===== src/shared/sbst_map.vh =====
`ifndef SBST_MAP_VH
`define SBST_MAP_VH

`define SBST_IR_W        3
`define SBST_ID_W        32
`define SBST_IR_EXTEST   3'h0
`define SBST_IR_IDREAD   3'h1
`define SBST_IR_FLOAT    3'h2
`define SBST_IR_RFU_A    3'h3
`define SBST_IR_SAMPLE   3'h4
`define SBST_IR_PRIVATE  3'h5
`define SBST_IR_RFU_B    3'h6
`define SBST_IR_BYPASS   3'h7
`define SBST_IR_CAPTURE  2'h1
`define SBST_RESET_TMS   5
`define SBST_RESET_LAST  3'h4

`define SBST_S_RESET     4'h0
`define SBST_S_IDLE      4'h1
`define SBST_S_SEL_DR    4'h2
`define SBST_S_CAP_DR    4'h3
`define SBST_S_SH_DR     4'h4
`define SBST_S_EX1_DR    4'h5
`define SBST_S_PAU_DR    4'h6
`define SBST_S_EX2_DR    4'h7
`define SBST_S_UPD_DR    4'h8
`define SBST_S_SEL_IR    4'h9
`define SBST_S_CAP_IR    4'hA
`define SBST_S_SH_IR     4'hB
`define SBST_S_EX1_IR    4'hC
`define SBST_S_PAU_IR    4'hD
`define SBST_S_EX2_IR    4'hE
`define SBST_S_UPD_IR    4'hF

`endif


===== src/rtl/sbst_tap.v =====
`timescale 1ns/10ps
`default_nettype none
`include "sbst_map.vh"

module sbst_tap #(
	parameter                 PIN_W   = 16,
	parameter                 HOLD_W  = 2,
	parameter [`SBST_ID_W-1:0] ID_WORD = 32'h0000_0001 // arbitrary value
) (
	input  wire               mclk_in,
	input  wire               rst_in,
	input  wire               tck_in,
	input  wire               tms_in,
	input  wire               tdi_in,
	input  wire               tms_drv_in,
	input  wire               tdi_drv_in,
	input  wire [PIN_W-1:0]   pins_in,
	output reg                tdo_out,
	output reg                tdo_oe_n_out,
	output reg                sram_hiz_out,
	output reg                extest_out,
	output reg  [PIN_W-1:0]   bscan_out,
	output reg  [3:0]         tap_state_out
);
	localparam BSR_W = PIN_W + HOLD_W;

	// two-stage synchronisers; first stage read only by second
	reg                  tck_s1_r;
	reg                  tck_s2_r;
	reg                  tck_d_r;
	reg                  tms_s1_r;
	reg                  tms_s2_r;
	reg                  tdi_s1_r;
	reg                  tdi_s2_r;
	reg [PIN_W-1:0]      pins_s1_r;
	reg [PIN_W-1:0]      pins_s2_r;

	reg [3:0]            st_r;
	reg [3:0]            st_nxt;
	reg [3:0]            st_go;
	reg [`SBST_IR_W-1:0] ir_sh_r;
	reg [`SBST_IR_W-1:0] ir_r;
	reg                  byp_r;
	reg [BSR_W-1:0]      bsr_r;
	reg [`SBST_ID_W-1:0] id_r;
	reg [2:0]            tms_cnt_r;
	reg                  tdo_nxt;

	wire                 tck_v;
	wire                 tms_v;
	wire                 tdi_v;
	wire                 rise;
	wire                 fall;
	wire                 in_sh_dr;
	wire                 in_sh_ir;
	wire                 tms_flush;

	assign tck_v     = tck_s2_r;
	assign tms_v     = tms_s2_r;
	assign tdi_v     = tdi_s2_r;
	assign rise      = tck_v & ~tck_d_r;
	assign fall      = ~tck_v & tck_d_r;
	assign in_sh_dr  = (st_r == `SBST_S_SH_DR);
	assign in_sh_ir  = (st_r == `SBST_S_SH_IR);
	assign tms_flush = tms_v && (tms_cnt_r >= `SBST_RESET_LAST);

	function bsr_sel;
		input [`SBST_IR_W-1:0] code;
		begin
			bsr_sel = (code == `SBST_IR_EXTEST) ||
				(code == `SBST_IR_FLOAT) ||
				(code == `SBST_IR_SAMPLE);
		end
	endfunction

	function id_sel;
		input [`SBST_IR_W-1:0] code;
		begin
			id_sel = (code == `SBST_IR_IDREAD);
		end
	endfunction

	// tck rests low in reset; a high-resting clock then costs one rise,
	// harmless since reset state holds while mode select reads high
	always @(posedge mclk_in or posedge rst_in) begin
		if (rst_in) begin
			tck_s1_r <= 1'b0;
			tck_s2_r <= 1'b0;
			tck_d_r  <= 1'b0;
		end else begin
			tck_s1_r <= tck_in;
			tck_s2_r <= tck_s1_r;
			tck_d_r  <= tck_s2_r;
		end
	end

	// undriven inputs read as one, like an internal pull-up
	always @(posedge mclk_in or posedge rst_in) begin
		if (rst_in) begin
			tms_s1_r <= 1'b1;
			tms_s2_r <= 1'b1;
		end else begin
			tms_s1_r <= tms_in | ~tms_drv_in;
			tms_s2_r <= tms_s1_r;
		end
	end

	always @(posedge mclk_in or posedge rst_in) begin
		if (rst_in) begin
			tdi_s1_r <= 1'b1;
			tdi_s2_r <= 1'b1;
		end else begin
			tdi_s1_r <= tdi_in | ~tdi_drv_in;
			tdi_s2_r <= tdi_s1_r;
		end
	end

	always @(posedge mclk_in or posedge rst_in) begin
		if (rst_in) begin
			pins_s1_r <= {PIN_W{1'b0}};
			pins_s2_r <= {PIN_W{1'b0}};
		end else begin
			pins_s1_r <= pins_in;
			pins_s2_r <= pins_s1_r;
		end
	end

	always @* begin
		case (st_r)
		`SBST_S_RESET: begin
			st_nxt = tms_v ? `SBST_S_RESET : `SBST_S_IDLE;
		end
		`SBST_S_IDLE: begin
			st_nxt = tms_v ? `SBST_S_SEL_DR : `SBST_S_IDLE;
		end
		`SBST_S_SEL_DR: begin
			st_nxt = tms_v ? `SBST_S_SEL_IR : `SBST_S_CAP_DR;
		end
		`SBST_S_CAP_DR: begin
			st_nxt = tms_v ? `SBST_S_EX1_DR : `SBST_S_SH_DR;
		end
		`SBST_S_SH_DR: begin
			st_nxt = tms_v ? `SBST_S_EX1_DR : `SBST_S_SH_DR;
		end
		`SBST_S_EX1_DR: begin
			st_nxt = tms_v ? `SBST_S_UPD_DR : `SBST_S_PAU_DR;
		end
		`SBST_S_PAU_DR: begin
			st_nxt = tms_v ? `SBST_S_EX2_DR : `SBST_S_PAU_DR;
		end
		`SBST_S_EX2_DR: begin
			st_nxt = tms_v ? `SBST_S_UPD_DR : `SBST_S_SH_DR;
		end
		`SBST_S_UPD_DR: begin
			st_nxt = tms_v ? `SBST_S_SEL_DR : `SBST_S_IDLE;
		end
		`SBST_S_SEL_IR: begin
			st_nxt = tms_v ? `SBST_S_RESET : `SBST_S_CAP_IR;
		end
		`SBST_S_CAP_IR: begin
			st_nxt = tms_v ? `SBST_S_EX1_IR : `SBST_S_SH_IR;
		end
		`SBST_S_SH_IR: begin
			st_nxt = tms_v ? `SBST_S_EX1_IR : `SBST_S_SH_IR;
		end
		`SBST_S_EX1_IR: begin
			st_nxt = tms_v ? `SBST_S_UPD_IR : `SBST_S_PAU_IR;
		end
		`SBST_S_PAU_IR: begin
			st_nxt = tms_v ? `SBST_S_EX2_IR : `SBST_S_PAU_IR;
		end
		`SBST_S_EX2_IR: begin
			st_nxt = tms_v ? `SBST_S_UPD_IR : `SBST_S_SH_IR;
		end
		`SBST_S_UPD_IR: begin
			st_nxt = tms_v ? `SBST_S_SEL_DR : `SBST_S_IDLE;
		end
		default: begin
			st_nxt = `SBST_S_RESET;
		end
		endcase
	end

	always @* begin
		if (tms_flush)
			st_go = `SBST_S_RESET;
		else
			st_go = st_nxt;
	end

	// belt-and-braces path; the state graph alone reaches reset within
	// five high samples, the counter also covers a corrupted state code
	always @(posedge mclk_in or posedge rst_in) begin
		if (rst_in) begin
			tms_cnt_r <= 3'h0;
		end else if (rise) begin
			if (!tms_v)
				tms_cnt_r <= 3'h0;
			else if (tms_cnt_r != 3'h7)
				tms_cnt_r <= tms_cnt_r + 3'h1;
		end
	end

	always @(posedge mclk_in or posedge rst_in) begin
		if (rst_in) begin
			st_r <= `SBST_S_RESET;
		end else if (rise) begin                 // no tck edge, no change
			st_r <= st_go;
		end
	end

	always @(posedge mclk_in or posedge rst_in) begin
		if (rst_in) begin
			ir_sh_r <= `SBST_IR_IDREAD;
			ir_r    <= `SBST_IR_IDREAD;
		end else if (rise) begin
			if (st_go == `SBST_S_RESET) begin
				// forced on the way in, so no stale instruction acts there
				ir_sh_r <= `SBST_IR_IDREAD;
				ir_r    <= `SBST_IR_IDREAD;
			end else begin
				case (st_r)
				`SBST_S_CAP_IR: begin
					ir_sh_r <= {ir_sh_r[`SBST_IR_W-1], `SBST_IR_CAPTURE};
				end
				`SBST_S_SH_IR: begin
					ir_sh_r <= {tdi_v, ir_sh_r[`SBST_IR_W-1:1]};
				end
				`SBST_S_UPD_IR: begin
					ir_r <= ir_sh_r;
				end
				default: begin
				end
				endcase
			end
		end
	end

	always @(posedge mclk_in or posedge rst_in) begin
		if (rst_in) begin
			byp_r <= 1'b0;
		end else if (rise) begin
			if (st_r == `SBST_S_CAP_DR)
				byp_r <= 1'b0;
			else if (in_sh_dr && !id_sel(ir_r) && !bsr_sel(ir_r))
				byp_r <= tdi_v;
		end
	end

	always @(posedge mclk_in or posedge rst_in) begin
		if (rst_in) begin
			id_r <= {`SBST_ID_W{1'b0}};
		end else if (rise) begin
			if (st_r == `SBST_S_CAP_DR && id_sel(ir_r))
				id_r <= ID_WORD;
			else if (in_sh_dr && id_sel(ir_r))
				id_r <= {tdi_v, id_r[`SBST_ID_W-1:1]};
		end
	end

	always @(posedge mclk_in or posedge rst_in) begin
		if (rst_in) begin
			bsr_r <= {BSR_W{1'b1}};
		end else if (rise) begin
			if (st_r == `SBST_S_CAP_DR && bsr_sel(ir_r))
				bsr_r <= {{HOLD_W{1'b1}}, pins_s2_r};
			else if (in_sh_dr && bsr_sel(ir_r))
				bsr_r <= {tdi_v, bsr_r[BSR_W-1:1]};
		end
	end

	always @* begin
		tdo_nxt = byp_r;
		if (in_sh_ir)
			tdo_nxt = ir_sh_r[0];
		else if (id_sel(ir_r))
			tdo_nxt = id_r[0];
		else if (bsr_sel(ir_r))
			tdo_nxt = bsr_r[0];
	end

	// falling-edge outputs
	always @(posedge mclk_in or posedge rst_in) begin
		if (rst_in) begin
			tdo_out <= 1'b1;
		end else if (fall) begin
			tdo_out <= tdo_nxt;
		end
	end

	always @(posedge mclk_in or posedge rst_in) begin
		if (rst_in) begin
			tdo_oe_n_out <= 1'b1;
		end else if (fall) begin
			tdo_oe_n_out <= ~(in_sh_dr || in_sh_ir);
		end
	end

	always @(posedge mclk_in or posedge rst_in) begin
		if (rst_in) begin
			tap_state_out <= `SBST_S_RESET;
		end else if (fall) begin
			tap_state_out <= st_r;
		end
	end

	always @(posedge mclk_in or posedge rst_in) begin
		if (rst_in) begin
			sram_hiz_out <= 1'b0;
			extest_out   <= 1'b0;
		end else if (fall) begin
			sram_hiz_out <= (ir_r == `SBST_IR_FLOAT);
			extest_out   <= (ir_r == `SBST_IR_EXTEST);
		end
	end

	always @(posedge mclk_in or posedge rst_in) begin
		if (rst_in) begin
			bscan_out <= {PIN_W{1'b0}};
		end else if (fall && (st_r == `SBST_S_UPD_DR ||
				st_r == `SBST_S_UPD_IR)) begin
			bscan_out <= bsr_r[PIN_W-1:0];
		end
	end
endmodule
`default_nettype wire


===== config.mk =====
export PLATFORM = sky130hd
export DESIGN_NAME = sbst_tap
export DESIGN_NICKNAME = d
export VERILOG_FILES = /design/src/rtl/sbst_tap.v
export VERILOG_INCLUDE_DIRS = /design/src /design/src/shared
export SDC_FILE = /design/constraint.sdc
export NUM_CORES = 1
export LEC_CHECK = 0
export ABC_AREA = 1
export ABC_CLOCK_PERIOD_IN_PS = 4400
export BUFFER_PORTS_ARGS = -buffer_cell sky130_fd_sc_hd__buf_2
export CAP_MARGIN = 5
export CORE_UTILIZATION = 35
export CTS_CLUSTER_DIAMETER = 200
export CTS_CLUSTER_SIZE = 10
export DETAILED_ROUTE_END_ITERATION = 10
export GPL_ROUTABILITY_DRIVEN = 0
export PLACE_DENSITY = 0.54
export SLEW_MARGIN = 20
export SYNTH_ARGS = -nofsm -noshare
export SYNTH_HDL_FRONTEND = slang
export SYNTH_SLANG_ARGS = --single-unit

===== constraint.sdc =====
create_clock -name mclk_in -period 4.4 [get_ports mclk_in]
set_input_delay 0.66 -clock mclk_in [delete_from_list [all_inputs] [get_ports mclk_in]]
set_output_delay 0.66 -clock mclk_in [all_outputs]
set_load 0.01 [all_outputs]

# == Word-level counts from Yosys, hierarchy flattened ==
# Cells that the tools add are included.
# word_totals
wordCells,117
ff_bits,127
# op_classes
n_eq_ne,21
n_addsub,1
order_cmp,1
n_bitwise,9
reduce_logical,33
muxes,29
# ops
operator,count
32-bit two-way mux,2
4-bit case mux with 12 select lines,1
18-bit two-way mux,2
"4-bit equality test, second input constant",8
3-bit two-way mux,7
4-bit two-way mux,5
"4-bit by 3-bit equality test with 1-bit output, second input constant",4
2-bit AND reduction,6
2-bit nonzero test,5
"4-bit by 2-bit equality test with 1-bit output, second input constant",2
1-bit logical AND,8
4-bit zero test,2
1-bit two-way mux,8
2-bit two-way mux,3
3-bit case mux with 2 select lines,1
1-bit inverter,5
"4-bit by 1-bit equality test with 1-bit output, second input constant",1
1-bit logical OR,4
2-bit OR reduction,2
"3-bit by 1-bit adder with 3-bit output, second input constant",1
"3-bit by 1-bit equality test with 1-bit output, second input constant",1
"3-bit by 2-bit equality test with 1-bit output, second input constant",1
"3-bit equality test, second input constant",1
"3-bit greater-or-equal comparator, second input constant",1
other kinds (10),13

# == Depth between registers and ports, before layout ==
# logic_depth
ltp_word,7
depth_mapped,14
depth_no_buf,14

# == Least setup slack after synthesis ==
# No wires, ideal clock.
# synth_timing
path_type,flip-flop to flip-flop
start,register tms_s2_r
end,register ir_sh_r[1]
t_required_ns,4.283
arrival_ns,1.554
stages_incl_launch_ff,13
slack_ns,2.729
setup_time_ns,0.117
path_cell_list,dfstp_2 > clkbuf_1 > nor2_1 > inv_1 > nand3_1 > nor2_1 > nand2_1 > nand2_1 > nand3_4 > nand2_1 > nand2_1 > nand2_1 > nand2_1
# synth_between
elab_chain_len,6
word_cells_on_any_way,19
# synth_rtl
item,line,rtl
"start, declared",sbst_tap.v:32,reg tms_s2_r;
"start signal, assigned",sbst_tap.v:104,tms_s2_r <= tms_s1_r;
2-bit two-way mux (no line) (tied with other cells),--,
4-bit case mux with 12 select lines,sbst_tap.v:129,case (st_r)
4-bit two-way mux (*),sbst_tap.v:185,if (tms_flush)
4-bit zero test (no line) (*),--,
3-bit nonzero test (no line),--,
2-bit AND reduction (no line),--,
"end signal, assigned",sbst_tap.v:214,ir_sh_r <= `SBST_IR_IDREAD;
"end signal, assigned",sbst_tap.v:219,ir_sh_r <= `SBST_IR_IDREAD;
"end signal, assigned",sbst_tap.v:224,"ir_sh_r <= {ir_sh_r[`SBST_IR_W-1], `SBST_IR_CAPTURE};"
"end, declared",sbst_tap.v:41,reg [`SBST_IR_W-1:0] ir_sh_r;
# Mark *: on every way between the ends. The rest lies on a longest branch, timed or not.
# A chain may end at the register's enable or synchronous reset.

# == Worst setup path after layout ==
# layout_timing
start,register st_r[3]
end,register id_r[29]
# layout_between
elab_chain_len,4
word_cells_on_any_way,7
# layout_rtl
item,line,rtl
"start, declared",sbst_tap.v:38,reg [3:0] st_r;
"start signal, assigned",sbst_tap.v:206,st_r <= `SBST_S_RESET;
"start signal, assigned",sbst_tap.v:208,st_r <= st_go;
4-bit by 2-bit equality test with 1-bit output / 4-bit by 3-bit equality test with 1-bit output (equally long branches),--,
"1-bit logical AND, on equally long branches","sbst_tap.v:254, sbst_tap.v:256",
2-bit nonzero test (no line),--,
2-bit AND reduction (no line),--,
"end signal, assigned",sbst_tap.v:252,id_r <= {`SBST_ID_W{1'b0}};
"end signal, assigned",sbst_tap.v:257,"id_r <= {tdi_v, id_r[`SBST_ID_W-1:1]};"
"end, declared",sbst_tap.v:45,reg [`SBST_ID_W-1:0] id_r;
# Several ways; a longest one is shown, not always the timed one.

==> results.toml <==
[cells_and_area]
diodes = 0
fill_cells = 1339
syn_to_final_growth_pct = 19.0
regArea_um2 = 3210
drive_gt1_share_pct = 20.0
postLayoutCellArea_um2 = 5970
multiInputGateArea_um2 = 1500
finalNetCount = 587

[clocking]
postCtsSetupBuffers = 0
ctsResizeCount = 0
cts_buffers = 17
clk_latency_ns = 0.41
htree_levels = 4
cts_tree = "done"
cts.clk_slew.worst_paths_ns = 0.05
ctsHoldBuffers = 0
cts.sinks = 127
cts.path.max_buffers = 2
clockRootBuffer = "clkbuf_16"

[global_route]
overflow = 0
grt_first_pass_wirelength_um = 16200
grt_antenna_before_repair = 0
first_global_vias = 3389
grt_max_degree = 69
grt_usage_pct = 14.5

[floorplan]
initial_core_util_pct = 36.0
placementRows = 43
core_area_um2 = 13900
die_w_um = 122
die_h_um = 122
die-area_um2 = 14800
pin_count = 47

[sta]
fin_crit_sh_pct = 58.7
tns_ns = 0
relSlewSlack_pct = 35.5
slew_viol_final = 0
rsz0062_at_grt = "no"
fmax_mhz = 387
clock_skew_ns = 0.00799
setup_viol = 0
postLayoutSetupSlackWorst_ns = 1.82
hold_viol = 0
tightestPinTransition_ns = 0.966
min_period_ns = 2.58

[routing]
routed_wl_um = 9550
antenna_left = 0
vias_per_cell = 4.69
drt_iter0_drc = 230
vias = 3540
drc = 0
dr.pass1.iters = 4
wl_per_cell_um = 12.7

[critical_path]
critical_path_class = "flop to flop"
r2r-end = "id_r[29]"
startpoint_type = "flop"
required_ns = 4.71
r2r_slack_ns = 1.82
path_max_fanout = 33
cp-end-kind = "flop"
r2r-start = "st_r[3]"
cp_data_arrival_time_ns = 2.89
reg2reg_depth = 7

[placement]
portBuffers = 46
dp_hpwl_um = 6200
placed_area_um2 = 5400
post-place-ws_ns = 1.85

[synth]
ys_warn_count = 0
synth_fa_ha_area_share_pct = 0.499
muxShareOfSynthArea_pct = 0
postSynthCellCount = 515
yosys.area_share.simple_pct = 17.6
synth_cell_types = 28
synth_xor_area_share_pct = 0
synth_top_family_by_area = "simple AND/OR/NAND/NOR gates"
ys_ff_latch = 127
synth-seq-area-share_pct = 64.0
synthesis.nets = 540
syn_area_per_cell_um2 = 9.74
synth_compound_area_share_pct = 11.7
netlist_area_um2 = 5020

[status]
status = "finished, final reports clean"

[worst_hold_path]
min_to = "pins_s2_r[3]"
hold_class = "flop to flop"
hold_depth = 0
hp-start = "pins_s1_r[3]"

[power]
power.density_nw_per_um2 = 552
leakagePower_nw = 2.92
power_mw = 3.29
vdd_drop_max_uv = 264

[job]
drv_cap = 0
worst max-delay path: stages (launching register included):
cell,delay (ns)
dfrtp_1,0.44
nor2_2,0.29
nand2_4,0.23
nand2_2,0.16
nand2_2,0.10
nor2_4,0.51
inv_2,0.40
o31ai_1,0.33
cells in the final DEF, fill, tap and decap left out:
cell type / count
clkinvlp_4: 1
nor2_4: 2
nand3_1: 36
clkinv_2: 3
buf_4: 2
o21ai_0: 63
bufinv_16: 2
a21oi_1: 8
inv_4: 1
nand2_1: 130
clkbuf_1: 6
buf_2: 46
dfrtp_1: 101
o21bai_2: 1
o31ai_1: 11
o221ai_1: 1
ha_1: 2
inv_2: 3
o21ai_1: 1
nand4_1: 4
clkinv_1: 2
inv_1: 51
nand2_4: 1
o211ai_1: 16
nor2_2: 2
clkbuf_8: 3
nor2_1: 26
nor3_1: 1
clkbuf_16: 17
dfstp_2: 26
nand2_2: 4
a31oi_1: 1
nand3_4: 1
through the flow:
step	hold slack (ns)	cells	utilization (%)
finish	0.344	755	42.8
global route	0.336	755	42.8
CTS	0.329	755	42.8
detailed placement	0.335	723	38.7
global placement	0.336	723	38.7
floorplan	0.331	515	-
cell families (layout without fill, tap and decap cells):
family / Yosys count / in the layout
compound gates: 102 / 102
fa+ha+maj: 2 / 2
buf+inv: 77 / 137
flops: 127 / 127
simple gates: 207 / 207
cell usage after synthesis:
cell type / instances / area share, %
o21ai_0: 63 / 6.3
dfrtp_1: 101 / 50
inv_2: 3 / 0.22
nand2_4: 1 / 0.22
nand3_4: 1 / 0.35
nand3_1: 36 / 3.6
nand4_1: 4 / 0.50
nand2_2: 4 / 0.50
clkbuf_2: 1 / 0.10
nor2_4: 2 / 0.45
a21oi_1: 8 / 0.80
nor2_2: 2 / 0.25
o21ai_1: 1 / 0.10
clkbuf_1: 10 / 0.75
ha_1: 2 / 0.50
a31oi_1: 1 / 0.12
nor2_1: 26 / 1.9
o21bai_2: 1 / 0.22
clkinv_1: 2 / 0.15
o221ai_1: 1 / 0.17
o211ai_1: 16 / 2.4
nor3_1: 1 / 0.10
nand2_1: 130 / 9.7
buf_2: 8 / 0.80
buf_6: 1 / 0.22
inv_1: 52 / 3.9
o31ai_1: 11 / 1.6
dfstp_2: 26 / 14
flip-flops by register name (all words and copies together), names as in the netlist, 3 cells and up:
signal         count
ir_r               3
pins_s2_r         16
pins_s1_r         16
ir_sh_r            3
tap_state_out      4
bsr_r             18
bscan_out         16
id_r              32
tms_cnt_r          3
st_r               4
report_power, final:
part	internal, mW	leakage (nW)	total [mW]	switching, mW
Clock	0.875	0.278	1.34	0.463
Combinational	0.178	1.06	0.586	0.408
Sequential	1.30	1.58	1.37	0.0708
worst max-delay path by stage:
| stage | cells past startpoint | start | endpoint | slack, ns |
|---|---|---|---|---|
| CTS | 7 | st_r[3] | id_r[29] | 1.83 |
| detailed placement | 7 | st_r[3] | id_r[21] | 1.85 |
| floorplan | 1 | rst_in | bscan_out[0] | 0.40 |
| global placement | 7 | st_r[3] | id_r[18] | 1.94 |
| global route | 7 | st_r[3] | id_r[21] | 1.56 |
| finish | 7 | st_r[3] | id_r[29] | 1.82 |
per-layer routing:
layer | wire, µm | track usage [%] | up-vias | share of wire, %
met1 | 4750 | 19.3 | 1687 | 50
met4 | 167 | 8.10 | 0 | 1.7
li1 | - | - | 1773 | -
met5 | 0 | 0 | - | 0
met3 | 347 | 4.35 | 16 | 3.6
met2 | 4290 | 21.0 | 64 | 45
area by class of cell:
cell class / count / area share (%)
Sequential cell: 127 / 53.8
Timing Repair Buffer: 48 / 4.11
Clock buffer: 26 / 8.20
Clock inverter: 6 / 1.38
Multi-Input combinational cell: 311 / 25.1
Tap cell: 180 / 3.77
Inverter: 57 / 3.63
Power figures use the tool's default switching activity.
